File: config.mk
export PLATFORM = sky130hd
export DESIGN_NAME = hall_i2c_target
export DESIGN_NICKNAME = d
export VERILOG_FILES = /design/src/rtl/hall_i2c_pkg.sv /design/src/rtl/hall_i2c_target.sv
export SDC_FILE = /design/constraint.sdc
export NUM_CORES = 1
export LEC_CHECK = 0
export BUFFER_PORTS_ARGS = -buffer_cell sky130_fd_sc_hd__buf_2
export CORE_ASPECT_RATIO = 0.7
export CORE_MARGIN = 5
export CORE_UTILIZATION = 25
export DETAILED_ROUTE_END_ITERATION = 8
export GPL_TIMING_DRIVEN = 0
export SLEW_MARGIN = 15
export SYNTH_ARGS = -nofsm -noshare
export SYNTH_HDL_FRONTEND = slang
export SYNTH_SLANG_ARGS = --single-unit
File: constraint.sdc
create_clock -name mclk -period 3.1 [get_ports mclk]
set_input_delay 0 -clock mclk [delete_from_list [all_inputs] [get_ports mclk]]
set_output_delay 0 -clock mclk [all_outputs]
set_load 0.01 [all_outputs]
File: src/rtl/hall_i2c_pkg.sv
// Purpose: shared constants and types for the hall sensor bus target logic
// Assumes: one clock, synchronous active-high reset
// Notes:   the mode register copy mirrors the byte written at its map address
package hall_i2c_pkg;

	// 7-bit bus addresses chosen by the two address-select bits
	localparam logic [6:0] ADDR_DEFAULT = 7'h35;
	localparam logic [6:0] ADDR_ALT1    = 7'h1a;
	localparam logic [6:0] ADDR_ALT2    = 7'h2a;
	localparam logic [6:0] ADDR_ALT3    = 7'h3a;
	localparam logic [1:0] ADDR_SEL_DEFAULT = 2'h0;

	// register map
	localparam logic [4:0] REG_FIRST     = 5'h00;
	localparam logic [4:0] REG_LAST      = 5'h16;
	localparam logic [4:0] REG_MODE      = 5'h11;
	localparam logic [4:0] REG_TRIG_LAST = 5'h05;
	localparam logic [7:0] MODE_RESET    = 8'h00;
	localparam logic [7:0] IDLE_BYTE     = 8'hff;

	// operating mode encodings
	localparam logic [1:0] OP_MASTER_CTRL = 2'h1;

	// trigger field encodings
	localparam logic [2:0] TRIG_NONE   = 3'h0;
	localparam logic [2:0] TRIG_001    = 3'h1;
	localparam logic [2:0] TRIG_010    = 3'h2;
	localparam logic [2:0] TRIG_011    = 3'h3;
	localparam logic [2:0] TRIG_100    = 3'h4;
	localparam logic [2:0] TRIG_101    = 3'h5;
	localparam logic [2:0] TRIG_110    = 3'h6;

	localparam logic [3:0] BITS_PER_BYTE = 4'h8;

	typedef struct packed {
		logic       mode_parity_bit;
		logic [1:0] bus_address_select;
		logic       read_protocol_select;
		logic       collision_avoid_ctrl;
		logic       int_disable;
		logic [1:0] op_mode;
	} mode_reg_type;

	typedef enum logic [9:0] {
		ST_IDLE     = 10'h001,
		ST_ADDR     = 10'h002,
		ST_ADDR_ACK = 10'h004,
		ST_CMD      = 10'h008,
		ST_CMD_ACK  = 10'h010,
		ST_WDATA    = 10'h020,
		ST_WACK     = 10'h040,
		ST_RDATA    = 10'h080,
		ST_RACK     = 10'h100,
		ST_IGNORE   = 10'h200
	} fsm_type;

	typedef struct packed {
		fsm_type      fsm;
		logic         scl_q;
		logic         sda_q;
		logic [3:0]   cnt;
		logic [7:0]   shreg;
		logic         rd;
		logic [2:0]   trig;
		logic [4:0]   ptr;
		logic         sda_oe;
		logic         sda_out;
		logic         reg_we;
		logic [7:0]   wdata;
		logic         adc_start;
		logic         wr_trig;
		mode_reg_type mode;
		logic         parity_ok;
	} target_state_type;

endpackage

File: src/rtl/hall_i2c_target.sv
// Purpose: bus target protocol logic of a 3d hall sensor with adc trigger decode
// Assumes: scl and sda inputs are synchronous to mclk; register storage lies outside
// Notes:   only the mode register is mirrored here, since it steers the protocol
//
// Notes on behaviour
// - adc trigger bits act only in power-down of controller-driven mode.
// - write frame codes 001, 011, 101 start conversion after the stop.
// - write frame codes 000, 010, 100, 110 never start a conversion.
// - 2-byte read codes 010, 011 start conversion before first data msb.
// - read codes 100, 101, 110 start conversion after register 05 is sent.
// - default address bytes are 6a write, 6b read; answer own address only.
// - acknowledge low after the address and each received byte without error.
// - mode parity bit is odd parity over register 11 and register 13 bits 7:5.
// - address-select field 00 keeps the default address pair.
// - read-protocol bit 0 keeps the 2-byte read protocol.
// - collision-avoid 0 with interrupt bit 1 selects clock stretching, no interrupt; here both bits are only kept in mode_cfg, scl is never held low.
// - operating-mode field 01 selects controller-driven measurement mode.
// - in 2-byte reads the second byte's address picks the first register.
// - 1-byte reads send data right after address ack, from register 00.
// - writing register 11 with bit 4 set enables the 1-byte read protocol.
// - each further read byte advances the register address by one.
// - reads past the last register leave the data line released high.
// - a not-acknowledge from the controller releases data until the stop.
// - repeated start is unsupported; each addressing follows a stop.
// - write bytes past the map are dropped and answered high.
// - all bytes shift msb first.
`timescale 1ns/100ps

module hall_i2c_target (
	input  wire logic                        mclk,
	input  wire logic                        rst,
	input  wire logic                        scl,
	input  wire logic                        sda_in,
	input  wire logic                        adc_busy,
	input  wire logic [2:0]                  reg13_hi,
	input  wire logic [7:0]                  reg_rdata,
	output logic                             sda_out,
	output logic                             sda_oe,
	output logic [4:0]                       reg_addr,
	output logic [7:0]                       reg_wdata,
	output logic                             reg_we,
	output logic                             adc_start,
	output hall_i2c_pkg::mode_reg_type       mode_cfg,
	output logic                             mode_parity_ok
);
	import hall_i2c_pkg::*;

	target_state_type s;
	target_state_type next_s;

	function automatic logic [6:0] dev_addr(input logic [1:0] sel);
		case (sel)
			ADDR_SEL_DEFAULT: dev_addr = ADDR_DEFAULT;
			2'h1:             dev_addr = ADDR_ALT1;
			2'h2:             dev_addr = ADDR_ALT2;
			default:          dev_addr = ADDR_ALT3;
		endcase
	endfunction

	function automatic logic in_map(input logic [4:0] a);
		in_map = (a >= REG_FIRST) && (a <= REG_LAST);
	endfunction

	// bytes past the map read as all ones so the line stays released
	function automatic logic [7:0] tx_byte(input logic [4:0] a, input logic [7:0] d);
		tx_byte = in_map(a) ? d : IDLE_BYTE;
	endfunction

	function automatic logic write_trigger(input logic [2:0] t);
		write_trigger = (t == TRIG_001) || (t == TRIG_011) || (t == TRIG_101);
	endfunction

	logic scl_rise;
	logic scl_fall;
	logic bus_start;
	logic bus_stop;
	logic power_down;
	logic [7:0] shifted;
	logic [7:0] load;

	always_comb
	begin
		scl_rise   = scl & ~s.scl_q;
		scl_fall   = ~scl & s.scl_q;
		bus_start  = scl & s.scl_q & s.sda_q & ~sda_in;
		bus_stop   = scl & s.scl_q & ~s.sda_q & sda_in;
		power_down = (s.mode.op_mode == OP_MASTER_CTRL) && !adc_busy;
		shifted    = {s.shreg[6:0], sda_in};
		load       = tx_byte(s.ptr, reg_rdata);

		next_s           = s;
		next_s.scl_q     = scl;
		next_s.sda_q     = sda_in;
		next_s.reg_we    = 1'b0;
		next_s.adc_start = 1'b0;
		next_s.sda_out   = 1'b0;

		if (bus_stop)
		begin
			// the write trigger waits for the whole frame so the new settings apply
			if (s.fsm != ST_IDLE && s.wr_trig && power_down)
			begin
				next_s.adc_start = 1'b1;
			end
			next_s.fsm     = ST_IDLE;
			next_s.sda_oe  = 1'b0;
			next_s.wr_trig = 1'b0;
		end
		else if (bus_start)
		begin
			if (s.fsm == ST_IDLE)
			begin
				next_s.fsm  = ST_ADDR;
				next_s.cnt  = 4'h0;
				next_s.trig = TRIG_NONE;
			end
			else
			begin
				// a repeated start is not decoded; wait for the stop
				next_s.fsm    = ST_IGNORE;
				next_s.sda_oe = 1'b0;
			end
		end
		else
		begin
			case (s.fsm)
				ST_IDLE:
				begin
					next_s.sda_oe = 1'b0;
				end
				ST_ADDR:
				begin
					if (scl_rise)
					begin
						next_s.shreg = shifted;
						next_s.cnt   = s.cnt + 4'h1;
					end
					else if (scl_fall && s.cnt == BITS_PER_BYTE)
					begin
						if (s.shreg[7:1] == dev_addr(s.mode.bus_address_select))
						begin
							next_s.rd     = s.shreg[0];
							next_s.ptr    = REG_FIRST;
							next_s.sda_oe = 1'b1;
							next_s.fsm    = ST_ADDR_ACK;
						end
						else
						begin
							next_s.fsm = ST_IGNORE;
						end
					end
				end
				ST_ADDR_ACK:
				begin
					if (scl_fall)
					begin
						next_s.cnt = 4'h0;
						if (s.rd && s.mode.read_protocol_select)
						begin
							next_s.shreg  = load;
							next_s.sda_oe = ~load[7];
							next_s.fsm    = ST_RDATA;
						end
						else
						begin
							next_s.sda_oe = 1'b0;
							next_s.fsm    = ST_CMD;
						end
					end
				end
				ST_CMD:
				begin
					if (scl_rise)
					begin
						next_s.shreg = shifted;
						next_s.cnt   = s.cnt + 4'h1;
					end
					else if (scl_fall && s.cnt == BITS_PER_BYTE)
					begin
						next_s.trig    = s.shreg[7:5];
						next_s.ptr     = s.shreg[4:0];
						next_s.wr_trig = !s.rd && write_trigger(s.shreg[7:5]);
						next_s.sda_oe  = 1'b1;
						next_s.fsm     = ST_CMD_ACK;
					end
				end
				ST_CMD_ACK:
				begin
					if (scl_fall)
					begin
						next_s.cnt = 4'h0;
						if (s.rd)
						begin
							if ((s.trig == TRIG_010 || s.trig == TRIG_011) && power_down)
							begin
								next_s.adc_start = 1'b1;
							end
							next_s.shreg  = load;
							next_s.sda_oe = ~load[7];
							next_s.fsm    = ST_RDATA;
						end
						else
						begin
							next_s.sda_oe = 1'b0;
							next_s.fsm    = ST_WDATA;
						end
					end
				end
				ST_WDATA:
				begin
					if (scl_rise)
					begin
						next_s.shreg = shifted;
						next_s.cnt   = s.cnt + 4'h1;
					end
					else if (scl_fall && s.cnt == BITS_PER_BYTE)
					begin
						if (in_map(s.ptr))
						begin
							next_s.reg_we = 1'b1;
							next_s.wdata  = s.shreg;
							next_s.sda_oe = 1'b1;
							next_s.ptr    = s.ptr + 5'h1;
							if (s.ptr == REG_MODE)
							begin
								next_s.mode = mode_reg_type'(s.shreg);
							end
						end
						else
						begin
							next_s.sda_oe = 1'b0;
						end
						next_s.fsm = ST_WACK;
					end
				end
				ST_WACK:
				begin
					if (scl_fall)
					begin
						next_s.sda_oe = 1'b0;
						next_s.cnt    = 4'h0;
						next_s.fsm    = ST_WDATA;
					end
				end
				ST_RDATA:
				begin
					if (scl_rise)
					begin
						next_s.cnt = s.cnt + 4'h1;
					end
					else if (scl_fall)
					begin
						if (s.cnt == BITS_PER_BYTE)
						begin
							next_s.sda_oe = 1'b0;
							next_s.fsm    = ST_RACK;
						end
						else
						begin
							next_s.shreg  = {s.shreg[6:0], 1'b1};
							next_s.sda_oe = ~s.shreg[6];
						end
					end
				end
				ST_RACK:
				begin
					if (scl_rise)
					begin
						if (sda_in)
						begin
							next_s.fsm = ST_IGNORE;
						end
						else
						begin
							if (s.ptr == REG_TRIG_LAST && power_down &&
								(s.trig == TRIG_100 || s.trig == TRIG_101 || s.trig == TRIG_110))
							begin
								next_s.adc_start = 1'b1;
							end
							// past the map the pointer parks so it cannot wrap to 00
							if (in_map(s.ptr))
							begin
								next_s.ptr = s.ptr + 5'h1;
							end
						end
					end
					else if (scl_fall)
					begin
						next_s.cnt    = 4'h0;
						next_s.shreg  = load;
						next_s.sda_oe = ~load[7];
						next_s.fsm    = ST_RDATA;
					end
				end
				ST_IGNORE:
				begin
					next_s.sda_oe = 1'b0;
				end
				default:
				begin
					next_s.fsm    = ST_IDLE;
					next_s.sda_oe = 1'b0;
				end
			endcase
		end

		// odd parity: the xor over the covered bits must come out as one
		next_s.parity_ok = ^{next_s.mode, reg13_hi};
	end

	always_ff @(posedge mclk)
	begin
		if (rst)
		begin
			s           <= '0;
			s.fsm       <= ST_IDLE;
			s.scl_q     <= 1'b1;
			s.sda_q     <= 1'b1;
			s.shreg     <= IDLE_BYTE;
			s.ptr       <= REG_FIRST;
			s.mode      <= mode_reg_type'(MODE_RESET);
		end
		else
		begin
			s <= next_s;
		end
	end

	assign sda_out        = s.sda_out;
	assign sda_oe         = s.sda_oe;
	assign reg_addr       = s.ptr;
	assign reg_wdata      = s.wdata;
	assign reg_we         = s.reg_we;
	assign adc_start      = s.adc_start;
	assign mode_cfg       = s.mode;
	assign mode_parity_ok = s.parity_ok;

endmodule

==> reports/metrics.csv, run 1 <==
metric,value,unit
register area share after synthesis,0.302,
Setup crit end kind,flop,
"area leader, netlist",dfxtp_1,
DRT iter0 DRCs,378,
adder-cell share of the synthesized area,0.0280,
drt first pass iters,5,
vias per inst,5.13,
multiplexer area fraction after synthesis,0.0703,
worst min-delay path class,in -> reg,
CP required,3.28,ns
RSZ-0062 raised after global routing,no,
synth top area cells,"dfxtp_1 30%, mux2i_1 6.7%, buf_4 4.8%",
drt total wl,11400,um
wire per inst,17.2,um
Worst Max-Slew Pin Slew,0.886,ns
row count,36,
vias in the first global route,3205,
status,finished clean,
die area,16800,sq um
port bufs,39,
detailed-route DRC error count,0,
Cells after Synth,424,
final slew viol count,0,
Crit Path Class,reg -> reg,
P&R area growth vs syn,17.5,%
die height,110,um
via count,3403,
Main synth FF type,dfxtp_1,
fillers,1503,
MaxCap Viol Count,0,
Total GRT Usage,0.135,
synth warn,0,
Post-CTS Setup Bufs,0,
XOR/XNOR share of the synthesized area,0.0552,
core region area,14000,sq um
Num CTS Buffers,5,
PwrDens,345,nW/um^2
synthesized flop and latch total,54,
Starting Density,0.256,
count of cell types in the netlist,75,
fin crit share,0.924,
final non-filler cell total,664,
min-delay src,reg_rdata[5],
Final min period,2.87,ns
"EDFF count, synth",0,
CTS Buffer Depth,2,
first-pass GRT wire length,17900,um
CTS tree,done,
asr flop ratio synth,0,
hold endpoint,s[36],
# nets final,497,
"Reg clk slew, reported paths",0.08,ns
share of layout cells above drive strength 1,0.209,
H-Tree Depth,2,
initial antenna violation count,0,
Placed Instances,653,
complex-gate fraction of the synthesized area,0.189,
Clock Skew,0.0112,ns
post-detail-place hpwl,8870,um
Die Wd,153,um
RR Endpoint,reg_wdata[6],
GP Congestion,0.923,
Root Driver,clkbuf_16,
Ports,42,
R2R cell count,7,
Setup crit start kind,flop,
R2R Path Start,s[45],
crit path DAT,3.04,ns
Post-Syn Area,3580,sq um
largest net degree at the start of global routing,20,
worst skew pair latency,0.31,ns
Synth top area share,0.302,
total grt overflow,0,
largest fanout on the critical path,9,
Slew HR,0.403,
Simple-Gate Fraction of Synth Area,0.255,
leakage,0.00181,uW
maximum clock frequency,349,MHz
count of final setup violators,0,
Synth Net Count,448,
VDD IR max,235,uV
setup TNS,0,ns
antenna cells,0,
reg2reg setup slack,0.23,ns
Post-Syn Area per Cell,8.44,sq um
clk sinks,54,
antenna-violating nets left,0,
largest family of logic cells by synthesized area,simple AND/OR/NAND/NOR gates,
Hold Path Depth,3,
Fin. Hold Viols,0,
==> worst max-delay path by stage <==
stage                from            to  slack, ns  depth (start not counted)
global route        s[45]         s[35]       0.01                          8
finish              s[45]  reg_wdata[6]       0.23                          7
global placement    s[45]         s[28]       0.17                          7
detailed placement  s[45]         s[27]       0.12                          7
floorplan           s[52]         s[47]       0.77                          8
CTS                 s[45]         s[27]       0.11                          7
==> synth_stat cells (4+ instances only) <==
| cell | count |
|---|---|
| o311ai_0 | 5 |
| nand4_1 | 7 |
| nand2_1 | 30 |
| dfxtp_1 | 54 |
| o21ai_0 | 11 |
| xnor2_1 | 12 |
| nand2b_1 | 8 |
| a211oi_1 | 5 |
| nor2_1 | 40 |
| ha_1 | 8 |
| or4_1 | 5 |
| o211ai_1 | 8 |
| a22oi_1 | 6 |
| nor4_1 | 7 |
| mux2i_1 | 24 |
| buf_2 | 7 |
| or2_2 | 4 |
| nand4b_1 | 5 |
| and3_1 | 5 |
| o311ai_1 | 6 |
| a21oi_1 | 12 |
| buf_4 | 23 |
| a31oi_1 | 4 |
| clkbuf_1 | 12 |
| xor2_1 | 8 |
| nor3_1 | 12 |
| inv_1 | 18 |
| nand3_1 | 13 |
==> routing by layer <==
layer	up-vias	wire length (um)	track usage
li1	1644	-	-
met4	0	161	0.0407
met2	122	4440	0.181
met3	10	857	0.0273
met1	1627	5970	0.211
met5	-	0	0
==> registers in the layout, summed over array words and instances (netlist names) <==
| register | cells |
|---|---|
| adc_start | 1 |
| s | 29 |
| mode_cfg | 8 |
| reg_addr | 5 |
| sda_oe | 1 |
| reg_wdata | 8 |
| mode_parity_ok | 1 |
| reg_we | 1 |
==> cells by family after synthesis <==
family / count (synthesis)
AOI/OAI and AO/OA: 88
xor gates and xnor gates: 21
adders and majority gates: 8
buffers and inverters: 64
DFF: 54
muxes: 25
other: 1
and+or+nand+nor: 163
==> placed cells by master, fill, tap and decap left out, types with 3 or more instances in the layout <==
cell type | Yosys | final
and3_1 | 5 | 5
mux2i_1 | 24 | 24
dfxtp_1 | 54 | 54
nand4b_1 | 5 | 5
o21ai_0 | 11 | 11
buf_6 | 3 | 3
buf_2 | 7 | 46
dlygate4sd3_1 | 0 | 3
o31ai_1 | 3 | 3
a31oi_1 | 4 | 4
xnor2_1 | 12 | 12
clkbuf_16 | 0 | 5
nand3_1 | 13 | 13
nor4b_1 | 3 | 3
o311ai_1 | 6 | 6
o311ai_0 | 5 | 5
or4_1 | 5 | 5
nor2_1 | 40 | 40
clkbuf_1 | 12 | 12
o211ai_1 | 8 | 8
nor4_1 | 7 | 7
xor2_1 | 8 | 8
or2_2 | 4 | 4
nand4_1 | 7 | 7
a21oi_1 | 12 | 12
nand2b_1 | 8 | 8
nor3_1 | 12 | 12
nand2_1 | 30 | 30
nor3b_1 | 3 | 3
o41ai_1 | 3 | 3
a211oi_1 | 5 | 5
a311oi_1 | 3 | 3
ha_1 | 8 | 8
a22oi_1 | 6 | 6
buf_4 | 23 | 23
inv_1 | 18 | 18
==> final cells by class <==
cell class	instances	area, sq um	share of cell area
buffer	46	290	0.0690
clock buffer	5	125	0.0298
clock inverter	3	28.8	0.00684
inverter	18	67.6	0.0161
multi-input combinational	306	2150	0.511
sequential	54	1080	0.257
tap	190	238	0.0565
timing repair buffer	42	225	0.0536
==> power breakdown <==
group | switching [uW] | total, uW | internal (uW)
clock network | 289 | 600 | 310
logic | 90.0 | 143 | 52.6
registers | 7.87 | 708 | 700
==> repair_timing <==
item | 4_1_cts | 5_1_grt
resized for setup | 0 | 1
endpoints found under the setup margin | 0 | 3
hold buffers | 3 | 0
endpoints found under the hold margin | 3 | 0
==> stage by stage <==
| stage | util | power [uW] | instance area, sq um | setup WS [ns] | hold slack, ns |
|---|---|---|---|---|---|
| floorplan | - | 810 | 3580 | 0.767 | 0.0766 |
| global placement | 0.287 | 860 | 4010 | 0.172 | 0.168 |
| detailed placement | 0.287 | 860 | 4010 | 0.125 | 0.175 |
| CTS | 0.301 | 1460 | 4200 | 0.108 | 0.00304 |
| global route | 0.301 | 1510 | 4210 | 0.0149 | 0.0176 |
| finish | 0.301 | 1450 | 4210 | 0.235 | 0.0130 |
==> worst max-delay path: stages (launching register included) <==
cell and delay (ns):
dfxtp_1 0.30, clkbuf_1 0.20, nor3_1 0.63, nand4_1 0.41
nor2_1 0.27, nand3_1 0.53, mux2i_1 0.35, nor2_1 0.06
Power figures use the tool's default switching activity.
==> run 2, diff against run 1 <==
Settings changed: CORE_ASPECT_RATIO 0.7 to 1.2.
==> run 2 against run 1 <==
Against the previous run: via count about the same; utilization shrank 0.83 points; clock-buffer cell count unchanged; critical endpoint is now s[36]; flip-flop and latch count stayed put; register-to-register slack got worse by 0.04 ns; highest routed layer unchanged; clock skew decreased by 0.0032 ns; fmax shrank 1.2%.
==> reports/metrics.csv, run 2 (synthesis gave the netlist of run 1 again) <==
metric,value,unit
status,finished clean,
# nets final,496,
vias per inst,5.25,
Stages on worst setup path,8,
post-detail-place hpwl,8470,um
worst min-delay path class,in -> reg,
Total GRT Usage,0.131,
Slew HR,0.371,
Starting Density,0.251,
detailed-route DRC error count,0,
initial antenna violation count,0,
final slew viol count,0,
"commonest cells after routing, fill and taps aside","54 x dfxtp_1, 46 x buf_2, 40 x nor2_1",
Post-CTS Setup Bufs,0,
Biggest register,s,
Hold Path Depth,3,
port bufs,39,
core region area,14200,sq um
P&R area growth vs syn,16.5,%
Clock Skew,0.00793,ns
final non-filler cell total,648,
R2R Path Start,s[45],
Placed Instances,638,
drt first pass iters,4,
Ports,42,
design area,4170,sq um
"commonest non-fill, non-tap cell in the layout",dfxtp_1,
wire per inst,17.0,um
crit path DAT,3.12,ns
share of layout cells above drive strength 1,0.209,
die height,141,um
R2R cell count,8,
Setup crit start kind,flop,
Hold WS,0.0219,ns
"Cell Chain, Critical Path",clkbuf_1 > nor3_1 > nand4b_1 > o211a_4 > a2111oi_4 > buf_6 > o311ai_1 > o211ai_1,
count of final setup violators,0,
Root Driver,clkbuf_16,
first-pass GRT wire length,17900,um
worst skew pair latency,0.30,ns
fin crit share,0.936,
largest net degree at the start of global routing,18,
reg2reg setup slack,0.20,ns
min-delay src,reg_rdata[4],
Fin. Hold Viols,0,
CTS Buffer Depth,2,
RSZ-0062 raised after global routing,no,
RR Endpoint,s[36],
drt total wl,11000,um
total grt overflow,0,
max reg flops,29,
setup TNS,0,ns
GP Congestion,0.908,
Buf/Inv on CP,2,
via count,3400,
CP max stage cell,nor3_1,
row count,48,
CP required,3.32,ns
vias in the first global route,3367,
CTS tree,done,
leakage,0.00180,uW
MaxCap Viol Count,0,
Top delay family on crit path,simple AND/OR/NAND/NOR gates,
largest fanout on the critical path,10,
antenna-violating nets left,0,
"Cell Area, Placed",3990,sq um
max incr delay on CP,0.67,ns
clk sinks,54,
die area,16800,sq um
Final min period,2.90,ns
"Reg clk slew, reported paths",0.08,ns
hold endpoint,s[35],
PwrDens,339,nW/um^2
Setup crit end kind,flop,
DRT iter0 DRCs,263,
antenna cells,0,
maximum clock frequency,345,MHz
VDD IR max,168,uV
Crit Path Class,reg -> reg,
Worst Max-Slew Pin Slew,0.933,ns
Die Wd,119,um
Num CTS Buffers,5,
H-Tree Depth,2,
-- run 2: cell types whose count changed in the layout (fill, tap and decap cells not counted), sizes merged --
cell         previous run  this run
dlygate4sd3             3         2
inv                    20        18
clkinvlp                0         1
clkinv                  1         2
-- run 2: through the flow --
step,setup slack (ns),total power (uW),utilization
after floorplan,0.767,810,-
after global placement,0.259,858,0.281
after detailed placement,0.255,857,0.281
after CTS,0.244,1420,0.292
after global routing,0.0381,1470,0.293
final,0.199,1410,0.293
-- run 2: what timing repair did --
item	CTS	global route
hold buffers	2	0
resized for setup	0	1
endpoints found under the setup margin	0	3
endpoints found under the hold margin	2	0
-- run 2: area by class of cell --
class | count | area (sq um)
fillers | 1520 | 10100
multi-input cells | 306 | 2150
flip-flops and latches | 54 | 1080
plain buffers | 46 | 290
well taps | 175 | 219
repair buffers | 41 | 215
clock buffers | 5 | 125
inverters | 18 | 67.6
clock inverters | 3 | 21.3
-- run 2: tightest hold or removal path: cells and delay by family --
| family | cells | cell delay [ns] |
|---|---|---|
| buffers and inverters | 1 | 0.09 |
| AOI/OAI and AO/OA | 2 | 0.19 |
-- run 2: power breakdown --
part / internal [uW] / total (uW) / leakage, uW / switching [uW]
Combinational: 51.8 / 138 / 0.00129 / 86.0
Sequential: 700 / 707 / 0.000436 / 7.67
Clock: 300 / 566 / 0.0000698 / 266
-- run 2: worst max-delay path by stage --
| stage | end | slack (ns) | from |
|---|---|---|---|
| floorplan | s[47] | 0.77 | s[52] |
| global placement | s[27] | 0.26 | s[45] |
| detailed placement | s[29] | 0.26 | s[45] |
| CTS | s[28] | 0.24 | s[45] |
| global route | reg_wdata[1] | 0.04 | s[45] |
| finish | s[36] | 0.20 | s[45] |
-- run 2: routing by layer --
metal	vias up	wire length [um]	part of all wire	track usage
met4	0	239	0.022	0.0451
li1	1645	-	-	-
met1	1620	4700	0.43	0.158
met3	23	519	0.047	0.0209
met5	-	0	0	0
met2	112	5550	0.50	0.236
